## config.mk

```make
export PLATFORM = sky130hd
export DESIGN_NAME = ffmd_detector
export DESIGN_NICKNAME = d
export VERILOG_FILES = /design/src/inc/ffmd_pkg.sv /design/src/rtl/ffmd_axis_cmp.sv /design/src/rtl/ffmd_debounce.sv /design/src/rtl/ffmd_detector.sv
export SDC_FILE = /design/constraint.sdc
export NUM_CORES = 1
export LEC_CHECK = 0
export ABC_AREA = 0
export BUFFER_PORTS_ARGS = -buffer_cell sky130_fd_sc_hd__buf_2
export CAP_MARGIN = 40
export CORE_UTILIZATION = 33
export DETAILED_ROUTE_END_ITERATION = 6
export PLACE_DENSITY = 0.48
export SYNTH_ARGS = -nofsm -noshare
export SYNTH_HDL_FRONTEND = slang
export SYNTH_SLANG_ARGS = --single-unit
```

## constraint.sdc

```tcl
create_clock -name sys_clk_in -period 8 [get_ports sys_clk_in]
set_clock_uncertainty 0.15 [all_clocks]
set_input_delay 0.8 -clock sys_clk_in [delete_from_list [all_inputs] [get_ports sys_clk_in]]
set_output_delay 0.8 -clock sys_clk_in [all_outputs]
set_load 0.03 [all_outputs]
```

## src/inc/ffmd_pkg.sv

```systemverilog
package ffmd_pkg;
	// register offsets on the plain register port
	localparam logic [7:0] FFMD_OFS_CFG    = 8'h15;
	localparam logic [7:0] FFMD_OFS_SRC    = 8'h16;
	localparam logic [7:0] FFMD_OFS_THS    = 8'h17;
	localparam logic [7:0] FFMD_OFS_COUNT  = 8'h18;
	localparam logic [7:0] FFMD_OFS_IRQCTL = 8'h19;
	localparam logic [7:0] FFMD_OFS_STAT   = 8'h1A;
	// register field positions
	localparam int FFMD_CFG_LATCH   = 7;
	localparam int FFMD_CFG_COMBINE = 6;
	localparam int FFMD_CFG_ZEN     = 5;
	localparam int FFMD_CFG_YEN     = 4;
	localparam int FFMD_CFG_XEN     = 3;
	localparam int FFMD_THS_DBMODE  = 7;
	localparam int FFMD_SRC_ACTIVE  = 7;
	localparam int FFMD_IRQ_ENABLE  = 0;
	localparam int FFMD_IRQ_ROUTE   = 1;
	localparam int FFMD_IRQ_LOWNOISE = 2;
	// reset values
	localparam logic [7:0] FFMD_CFG_RESET   = 8'h00;
	localparam logic [7:0] FFMD_THS_RESET   = 8'h00;
	localparam logic [7:0] FFMD_COUNT_RESET = 8'h00;
	localparam logic [2:0] FFMD_IRQ_RESET   = 3'h0;
	localparam logic [7:0] FFMD_ZERO8       = 8'h00;
	// 0.063 g per threshold step: 4 g is code 63
	localparam logic [6:0] FFMD_THS_LOWNOISE_MAX = 7'h3F;
	localparam int FFMD_AXES = 3;
	localparam int FFMD_ACC_W = 10;

	typedef struct packed {
		logic latch;
		logic combine;
		logic [2:0] axis_en;   // z, y, x
	} ffmd_cfg_type;

	typedef struct packed {
		logic active;
		logic [2:0] event_f;   // z, y, x
		logic [2:0] polarity;  // z, y, x
	} ffmd_flags_type;
endpackage : ffmd_pkg

```

## src/rtl/ffmd_axis_cmp.sv

```systemverilog
`timescale 1ns/1ns
`default_nettype none
// one axis: magnitude against threshold, with sign for polarity
module ffmd_axis_cmp
	import ffmd_pkg::*;
(
	input  wire logic signed [FFMD_ACC_W-1:0] accel_in,
	input  wire logic [6:0]                   threshold_in,
	output logic                              high_out,
	output logic                              low_out,
	output logic                              negative_out
);
	logic [FFMD_ACC_W-1:0] magnitude;
	logic [6:0]            scaled;

	always_comb begin
		magnitude = accel_in[FFMD_ACC_W-1] ?
			FFMD_ACC_W'(-accel_in) : FFMD_ACC_W'(accel_in);
		// samples carry 3 extra bits below the 0.063 g step
		scaled = (magnitude[FFMD_ACC_W-1:3] > 7'h7F) ? 7'h7F :
			magnitude[9:3];
	end

	always_comb begin
		high_out = scaled > threshold_in;
		low_out  = scaled <= threshold_in;
		negative_out = accel_in[FFMD_ACC_W-1];
	end
endmodule // ffmd_axis_cmp
`default_nettype wire

```

## src/rtl/ffmd_debounce.sv

```systemverilog
`timescale 1ns/1ns
`default_nettype none
module ffmd_debounce
	import ffmd_pkg::*;
(
	input  wire logic       sys_clk_in,
	input  wire logic       resetn_in,
	input  wire logic       sample_in,
	input  wire logic       cond_in,
	input  wire logic       mode_in,
	input  wire logic [7:0] limit_in,
	input  wire logic       clear_in,
	output logic            done_out,
	output logic [7:0]      count_out
);
	logic [7:0] count_reg;
	logic [7:0] count_next;

	always_comb begin
		count_next = count_reg;
		if (clear_in) begin
			count_next = FFMD_ZERO8;
		end else if (sample_in) begin
			if (cond_in) begin
				if (count_reg < limit_in) begin
					count_next = count_reg + 8'h01;
				end else begin
					count_next = limit_in;
				end
			end else if (mode_in) begin
				count_next = FFMD_ZERO8;
			end else if (count_reg != FFMD_ZERO8) begin
				count_next = count_reg - 8'h01;
			end
		end
	end

	always_ff @(posedge sys_clk_in or negedge resetn_in) begin
		if (!resetn_in) begin
			count_reg <= FFMD_ZERO8;
		end else begin
			count_reg <= count_next;
		end
	end

	assign count_out = count_reg;
	// mode 0 holds the event until the counter drops below the limit
	assign done_out = (count_reg >= limit_in) &&
		(cond_in || !mode_in) && (count_reg != FFMD_ZERO8 ||
		limit_in == FFMD_ZERO8 && cond_in);
endmodule // ffmd_debounce
`default_nettype wire

```

## src/rtl/ffmd_detector.sv

```systemverilog
// Design decision made here: the address-and-strobe port.
`timescale 1ns/1ns
`default_nettype none
module ffmd_detector
	import ffmd_pkg::*;
(
	input  wire logic                        sys_clk_in,
	input  wire logic                        resetn_in,
	input  wire logic [7:0]                  addr_in,
	input  wire logic [7:0]                  wdata_in,
	input  wire logic                        wr_in,
	input  wire logic                        rd_in,
	input  wire logic                        sample_valid_in,
	input  wire logic signed [FFMD_ACC_W-1:0] x_accel_in,
	input  wire logic signed [FFMD_ACC_W-1:0] y_accel_in,
	input  wire logic signed [FFMD_ACC_W-1:0] z_accel_in,
	output logic [7:0]                       rdata_out,
	output logic                             irq_pin1_out,
	output logic                             irq_pin2_out,
	output logic                             event_active_out
);
	ffmd_cfg_type   cfg_reg;
	ffmd_flags_type flags_reg;
	ffmd_flags_type flags_next;
	logic [7:0] ths_reg;
	logic [7:0] count_lim_reg;
	logic [2:0] irqctl_reg;
	logic [7:0] rdata_reg;
	logic       irq1_reg;
	logic       irq2_reg;
	logic       src_read;
	logic [6:0] threshold_eff;
	logic [2:0] high_v;
	logic [2:0] low_v;
	logic [2:0] neg_v;
	logic [2:0] hit_v;
	logic       combined;
	logic       deb_done;
	logic [7:0] deb_count;
	logic signed [FFMD_ACC_W-1:0] accel_v [FFMD_AXES];

	assign src_read = rd_in && addr_in == FFMD_OFS_SRC;
	assign accel_v[0] = x_accel_in;
	assign accel_v[1] = y_accel_in;
	assign accel_v[2] = z_accel_in;

	// low-noise mode only reaches 4 g whatever the full scale
	assign threshold_eff = (irqctl_reg[FFMD_IRQ_LOWNOISE] &&
		ths_reg[6:0] > FFMD_THS_LOWNOISE_MAX) ?
		FFMD_THS_LOWNOISE_MAX : ths_reg[6:0];

	for (genvar i = 0; i < FFMD_AXES; i++) begin : g_axis
		ffmd_axis_cmp u_cmp (
			.accel_in    (accel_v[i]),
			.threshold_in(threshold_eff),
			.high_out    (high_v[i]),
			.low_out     (low_v[i]),
			.negative_out(neg_v[i])
		);
		// axis_en is packed z, y, x so bit i already names axis i
		assign hit_v[i] = cfg_reg.axis_en[i] && high_v[i];
	end

	// freefall needs every enabled axis low; none enabled disables it
	always_comb begin
		if (cfg_reg.combine) begin
			combined = |hit_v;
		end else begin
			combined = (cfg_reg.axis_en != 3'h0) &&
				&(low_v | ~cfg_reg.axis_en);
		end
	end

	ffmd_debounce u_deb (
		.sys_clk_in(sys_clk_in),
		.resetn_in (resetn_in),
		.sample_in (sample_valid_in),
		.cond_in   (combined),
		.mode_in   (ths_reg[FFMD_THS_DBMODE]),
		.limit_in  (count_lim_reg),
		.clear_in  (src_read && cfg_reg.latch),
		.done_out  (deb_done),
		.count_out (deb_count)
	);

	always_ff @(posedge sys_clk_in or negedge resetn_in) begin
		if (!resetn_in) begin
			cfg_reg       <= ffmd_cfg_type'(5'h00);
			ths_reg       <= FFMD_THS_RESET;
			count_lim_reg <= FFMD_COUNT_RESET;
			irqctl_reg    <= FFMD_IRQ_RESET;
		end else if (wr_in) begin
			unique case (addr_in)
				FFMD_OFS_CFG: begin
					cfg_reg <= wdata_in[7:3];
				end
				FFMD_OFS_THS: begin
					ths_reg <= wdata_in;
				end
				FFMD_OFS_COUNT: begin
					count_lim_reg <= wdata_in;
				end
				FFMD_OFS_IRQCTL: begin
					irqctl_reg <= wdata_in[2:0];
				end
				default: begin
				end
			endcase
		end
	end

	always_comb begin
		flags_next = flags_reg;
		if (cfg_reg.latch) begin
			// a fresh detection in the read cycle loads the axis flags but leaves active clear
			if (src_read) begin
				flags_next = ffmd_flags_type'(7'h00);
			end
			if (!flags_reg.active || src_read) begin
				flags_next.event_f  = {hit_v[2], hit_v[1], hit_v[0]};
				flags_next.polarity = {hit_v[2] & neg_v[2],
					hit_v[1] & neg_v[1], hit_v[0] & neg_v[0]};
				flags_next.active = deb_done && !src_read;
			end
		end else begin
			flags_next.event_f  = {hit_v[2], hit_v[1], hit_v[0]};
			flags_next.polarity = {hit_v[2] & neg_v[2],
				hit_v[1] & neg_v[1], hit_v[0] & neg_v[0]};
			flags_next.active = deb_done;
		end
	end

	always_ff @(posedge sys_clk_in or negedge resetn_in) begin
		if (!resetn_in) begin
			flags_reg <= ffmd_flags_type'(7'h00);
		end else begin
			flags_reg <= flags_next;
		end
	end

	always_ff @(posedge sys_clk_in or negedge resetn_in) begin
		if (!resetn_in) begin
			rdata_reg <= FFMD_ZERO8;
		end else if (rd_in) begin
			unique case (addr_in)
				FFMD_OFS_CFG: begin
					rdata_reg <= {cfg_reg, 3'h0};
				end
				FFMD_OFS_SRC: begin
					rdata_reg <= {flags_reg.active, 1'b0,
						flags_reg.event_f[2], flags_reg.polarity[2],
						flags_reg.event_f[1], flags_reg.polarity[1],
						flags_reg.event_f[0], flags_reg.polarity[0]};
				end
				FFMD_OFS_THS: begin
					rdata_reg <= ths_reg;
				end
				FFMD_OFS_COUNT: begin
					rdata_reg <= count_lim_reg;
				end
				FFMD_OFS_IRQCTL: begin
					rdata_reg <= {5'h00, irqctl_reg};
				end
				FFMD_OFS_STAT: begin
					rdata_reg <= deb_count;
				end
				default: begin
					rdata_reg <= FFMD_ZERO8;
				end
			endcase
		end else begin
			rdata_reg <= FFMD_ZERO8;
		end
	end

	always_ff @(posedge sys_clk_in or negedge resetn_in) begin
		if (!resetn_in) begin
			irq1_reg <= 1'b0;
			irq2_reg <= 1'b0;
		end else begin
			irq1_reg <= flags_next.active && irqctl_reg[FFMD_IRQ_ENABLE]
				&& irqctl_reg[FFMD_IRQ_ROUTE];
			irq2_reg <= flags_next.active && irqctl_reg[FFMD_IRQ_ENABLE]
				&& !irqctl_reg[FFMD_IRQ_ROUTE];
		end
	end

	assign rdata_out        = rdata_reg;
	assign irq_pin1_out     = irq1_reg;
	assign irq_pin2_out     = irq2_reg;
	assign event_active_out = flags_reg.active;
endmodule // ffmd_detector
`default_nettype wire

```

==> flow_summary.ini, run 1 <==
[setup_path]
crit_required_ps = 8020
end_kind = flop
max_stage_delay_ps = 570
r2r-start = ths_reg[6]$_DFFE_PN0P_
r2r_slack_ps = 4880
critical_path_class = input port to flop
r2r_end = irq_pin2_out$_DFF_PN0_
worst_path_most_repeated_cell = nor3b_1
reg2reg_depth = 10
crit_path_top_delay_cell = or4_1
crit_path_cell_trace = buf_2, or4_1, nor4_1, nand2b_1, nor3b_1, ha_1, a21oi_1, o21ai_0, o221ai_2, a31o_4, nand2_1, a221oi_2, nor3b_1
path_max_fanout = 6
start_kind = input port
arrival_ps = 3860

[synth]
synth_cell_types = 62
seq_area_frac_synth_pct = 32.7
synthesis.nets = 470
synth_warnings = 0
yosysTopAreaCellShare_pct = 32.7
synth_seq_cells = 49
yosysMostFrequentCell = dfrtp_1
synth_largest_area_cell = dfrtp_1
synth_edf_count = 0
ys.flop_type = dfrtp_1
synth_area_leaders = dfrtp_1 (33%), ha_1 (11%), mux2_2 (7.2%)
synth_common_cells = dfrtp_1 (49), ha_1 (32), nand2_1 (30)
synthArstFlopShare_pct = 100
postSynthCellCount = 387
syn_avg_cell_area_um2 = 9.70
syn_area_um2 = 3750

[cts]
cts_resized = 0
cts_sinks = 49
cts_buffers = 5
htreeDepth = 2
cts.path.max_buffers = 2
clk_pin_slew_ps = 70
root_buffer = clkbuf_16
cts_hold_buf = 0
insertion_delay_ps = 290
cts_setup_buffers = 0
cts_tree = built

[die]
initial_utilization_pct = 34.2
dieArea_um2 = 11800
die_w_um = 109
num_rows = 38
ios = 62
coreArea_um2 = 11000
dieHeight_um = 109

[run]
maxCapViolations = 0

[run_status]
status = finished clean

[global_routing]
antenna_found_initial = 0
grt_pass1_wl_mm = 16.1
grt_max_degree = 50
gr-total-overflow = 0
grt_use_total_pct = 18.1
grt_pass1_vias = 3069

[detailed_routing]
vias = 3195
ant_nets = 0
dr.pass1.iters = 5
wl_mm = 10.0
drt-vias-per-instance = 5.47
drtIter0Drc = 160
wl_per_cell_um = 17.1
drc = 0

[place]
place_inst = 577
io_buffers = 61
place.gp.congestion = 0.861
pre_cts_ws_ps = 3850
dp_hpwl_mm = 7.88

[timing]
fin_tns_setup_ps = 0
finalCriticalPeriod_ps = 3850
worst_pin_slew_ps = 650
slew_violations = 0
fin_crit_sh_pct = 48.1
slew_headroom_pct = 56.7
fmax_mhz = 260
hold_viol = 0
rsz0062_at_grt = no
fin_ws_ps = 4150
setup_violations = 0

[worst_hold_path]
hold_path.class = flop to flop
whs_path_depth = 1
min_from = flags_reg[3]$_DFFE_PN0P_
min_to = flags_reg[3]$_DFFE_PN0P_

[layout]
fin_nets = 527
utilization_pct = 39.4
syn_to_final_growth_pct = 15.2
n_fill_cell = 1108
final_cells = 584
diodes = 0
layout-drive-gt1-share_pct = 26.4

[pwr]
power_density_nw_per_um2 = 200
leakage_nw = 1.91
vdd_drop_max_uv = 82.8
critical path: cells and delay by family:
family,cells,cell delay (ps)
simple gates,6,1480
compound gates,5,1160
fa+ha+maj,1,300
buf+inv,1,110
per-layer routing:
metal | routed length [um] | global-route usage, %
met4 | 114 | 4.34
met5 | 0 | 0
met1 | 4750 | 24.5
met3 | 510 | 2.75
met2 | 4640 | 30.1
area by class of cell:
| class | count | area, um^2 | area share (%) |
|---|---|---|---|
| tap | 140 | 175 | 4.05 |
| inverter | 13 | 48.8 | 1.13 |
| clock buffer | 6 | 139 | 3.21 |
| timing repair buffer | 62 | 313 | 7.23 |
| sequential | 49 | 1230 | 28.4 |
| multi-input combinational | 313 | 2410 | 55.8 |
| clock inverter | 1 | 7.51 | 0.174 |
worst max path at each step:
stage,from,endpoint,slack [ps],cells after the start
after floorplan,x_accel_in[3],u_deb.count_out[5]$_DFFE_PN0P_,4350,14
after global placement,z_accel_in[3],irq_pin1_out$_DFF_PN0_,3880,13
after detailed placement,z_accel_in[3],irq_pin2_out$_DFF_PN0_,3850,13
after CTS,z_accel_in[3],irq_pin2_out$_DFF_PN0_,4140,13
after global routing,z_accel_in[3],irq_pin2_out$_DFF_PN0_,3780,13
final,z_accel_in[3],irq_pin2_out$_DFF_PN0_,4150,13
report_power, final:
part           internal [mW]  switching [mW]  total (mW)
clock network          0.123          0.0920       0.215
registers              0.275          0.0653       0.340
logic                  0.143           0.167       0.310
placed cells by master, fill, tap and decap left out, types with 6 or more instances in the layout:
cell type and count:
a21oi_1 20, a22oi_1 15, a31oi_1 6, buf_2 61
dfrtp_1 49, ha_1 32, inv_1 13, mux2_2 24
mux2i_1 6, nand2_1 30, nand2b_1 9, nand3_1 13
nor2_1 24, o21ai_0 10, o221ai_1 6, o31ai_1 6
xnor2_1 18, xor2_1 10
cells by family (layout without fill, tap and decap cells):
family	after synthesis	count (layout)	synth area share [%]
AND/OR/NAND/NOR	127	127	19.1
adder cells (fa/ha/maj)	32	32	10.7
buffers and inverters	25	82	3.00
multiplexers	31	31	9.20
AO/OA/AOI/OAI	95	95	18.9
flip-flops	49	49	32.7
XOR/XNOR	28	28	6.53
per-stage QoR:
stage               power (mW)  area, um^2  hold slack, ps
global route             0.929        4320             346
detailed placement       0.656        4180             317
floorplan                0.568        3750             298
CTS                      0.875        4320             332
finish                   0.865        4320             331
global placement         0.650        4180             313
(Power assumes the default switching activity.)
==> run 2: changes to the inputs <==
--- a/config.mk
+++ b/config.mk
@@ -5,7 +5,7 @@
 export SDC_FILE = /design/constraint.sdc
 export NUM_CORES = 1
 export LEC_CHECK = 0
-export ABC_AREA = 0
+export ABC_AREA = 1
 export BUFFER_PORTS_ARGS = -buffer_cell sky130_fd_sc_hd__buf_2
 export CAP_MARGIN = 40
 export CORE_UTILIZATION = 33
==> constraint.sdc (replaced) <==
create_clock -name sys_clk_in -period 3.68 [get_ports sys_clk_in]
set_clock_uncertainty 0.15 [all_clocks]
set_input_delay 0.368 -clock sys_clk_in [delete_from_list [all_inputs] [get_ports sys_clk_in]]
set_output_delay 0.368 -clock sys_clk_in [all_outputs]
set_load 0.03 [all_outputs]
==> flow_summary.ini, run 2 <==
[cts]
cts_tree = built
root_buffer = clkbuf_16
cts_setup_buffers = 0
cts.path.max_buffers = 2
clk_pin_slew_ps = 70
cts_sinks = 49
htreeDepth = 2
insertion_delay_ps = 300
cts_buffers = 5

[place]
dp_hpwl_mm = 8.62
place_inst = 722
place.gp.congestion = 0.881
pre_cts_ws_ps = 179
place_area_um2 = 4240
io_buffers = 61

[detailed_routing]
drc = 0
wl_per_cell_um = 14.2
drtIter0Drc = 154
vias = 3528
ant_nets = 0
wl_mm = 10.4
dr.pass1.iters = 5
drt-vias-per-instance = 4.83

[pwr]
netSwitchingPower_mw = 0.831
leakage_nw = 2.17
pwr-share-seq_pct = 34.5
combPwrFrac_pct = 38.8
clockPowerShare_pct = 26.7
switching_share_pct = 40.3
power_mw = 2.06
power_density_nw_per_um2 = 466
vdd_drop_max_uv = 299
power.internal_mw = 1.23

[layout]
final_common_cell = nand2_1
utilization_pct = 40.3
diodes = 0
layout-drive-gt1-share_pct = 15.9
design_area_um2 = 4420
fin_nets = 673
layout_common_cells = nand2_1 (113), inv_1 (89), nor2_1 (65), buf_2 (61), dfrtp_1 (49)
syn_to_final_growth_pct = 17.1
final_cells = 731

[timing]
finalCriticalPeriod_ps = 3180
slew_headroom_pct = 53.1
fin_crit_sh_pct = 86.4
fin_ws_ps = 502
slew_violations = 0
rsz0062_at_grt = no
hold_viol = 0
setup_violations = 0
worst_pin_slew_ps = 685
fin_tns_setup_ps = 0
fmax_mhz = 315
whs_ps = 210

[setup_path]
critical_path_class = input port to flop
crit_required_ps = 3770
arrival_ps = 3270
end_kind = flop
path_max_fanout = 10
start_kind = input port
reg2reg_depth = 16

[global_routing]
grt_max_degree = 29
antenna_found_initial = 0
grt_pass1_vias = 3320
grt_pass1_wl_mm = 17.2
gr-total-overflow = 0
grt_use_total_pct = 19.1

[synth]
ys.flop_type = dfrtp_1
synthesis.nets = 608
synth_seq_cells = 49
synth_area_leaders = dfrtp_1 (32%), nand2_1 (11%), ha_1 (11%)
synth_warnings = 0
postSynthCellCount = 525
seq_area_frac_synth_pct = 32.5
syn_area_um2 = 3780
synth_edf_count = 0
synthArstFlopShare_pct = 100
syn_avg_cell_area_um2 = 7.19
synth_common_cells = nand2_1 (113), inv_1 (89), nor2_1 (65)
yosysMostFrequentCell = nand2_1
yosysTopAreaCellShare_pct = 32.5
synth_cell_types = 37
synth_largest_area_cell = dfrtp_1

[die]
coreArea_um2 = 11000
ios = 62
initial_utilization_pct = 34.4
num_rows = 38
die_w_um = 109
dieArea_um2 = 11900
dieHeight_um = 109

[run_status]
status = finished clean

[worst_hold_path]
whs_path_depth = 3
hold_path.class = input port to flop

[run]
maxCapViolations = 0
run 2: what timing repair did:
item                                    4_1_cts  5_1_grt
endpoints found under the hold margin        21        0
resized for setup                             0        1
endpoints found under the setup margin        0        1
hold buffers                                  1        0
run 2: cell type report:
class / count / area [um^2]
clock buffer: 5 / 125
clock inverter: 3 / 47.5
multi-input combinational: 380 / 2180
tap: 140 / 175
inverter: 91 / 342
timing repair buffer: 63 / 323
sequential: 49 / 1230
fill: 1152 / 6560
run 2: cell families after synthesis:
| family | count (synthesis) | share of synthesized area [%] |
|---|---|---|
| AND/OR/NAND/NOR | 229 | 26.7 |
| buffers and inverters | 96 | 9.81 |
| AO/OA/AOI/OAI | 90 | 13.7 |
| flip-flops | 49 | 32.5 |
| adder cells (fa/ha/maj) | 32 | 10.6 |
| XOR/XNOR | 29 | 6.73 |
run 2: final timing paths:
kind,startpoint,to,slack [ps]
max,z_accel_in[0],u_deb.count_out[4]$_DFFE_PN0P_,500
min,wdata_in[0],count_lim_reg[0]$_DFFE_PN0P_,210
max reg2reg,irqctl_reg[2]$_DFFE_PN0P_,u_deb.count_out[4]$_DFFE_PN0P_,760
min reg2reg,irqctl_reg[1]$_DFFE_PN0P_,irq_pin2_out$_DFF_PN0_,320
max in group asynchronous,resetn_in,count_lim_reg[4]$_DFFE_PN0P_,2210
min in group asynchronous,resetn_in,event_active_out$_DFF_PN0_,420
run 2: critical path, stage by stage:
cell and delay [ps]:
buf_2 100, nor3_1 260, inv_1 90, nor3_1 150
inv_1 70, nor2_1 80, inv_1 60, nor2_1 130
nand2_1 90, nand2_1 80, xnor2_1 110, ha_1 250
nand2_2 80, inv_1 50, a21oi_2 120, nand2_1 90
nand2_2 100, nand4_2 140, nand2_4 180, nand2_4 120
o21ai_4 180, and2_4 230, nand2_1 60, nand2_1 70
run 2: power by group through the flow:
stage	clock [mW]	sequential, mW	combinational [mW]
global placement	0	0.719	0.785
global route	0.578	0.719	0.928
floorplan	0	0.681	0.612
detailed placement	0	0.717	0.793
CTS	0.558	0.709	0.798
finish	0.550	0.711	0.799
run 2: routing by layer:
layer	routed length, um	up-vias	GRT usage (%)
li1	-	1806	-
met1	5430	1633	28.6
met2	4530	81	28.6
met3	335	8	2.81
met4	103	0	4.54
met5	0	-	0
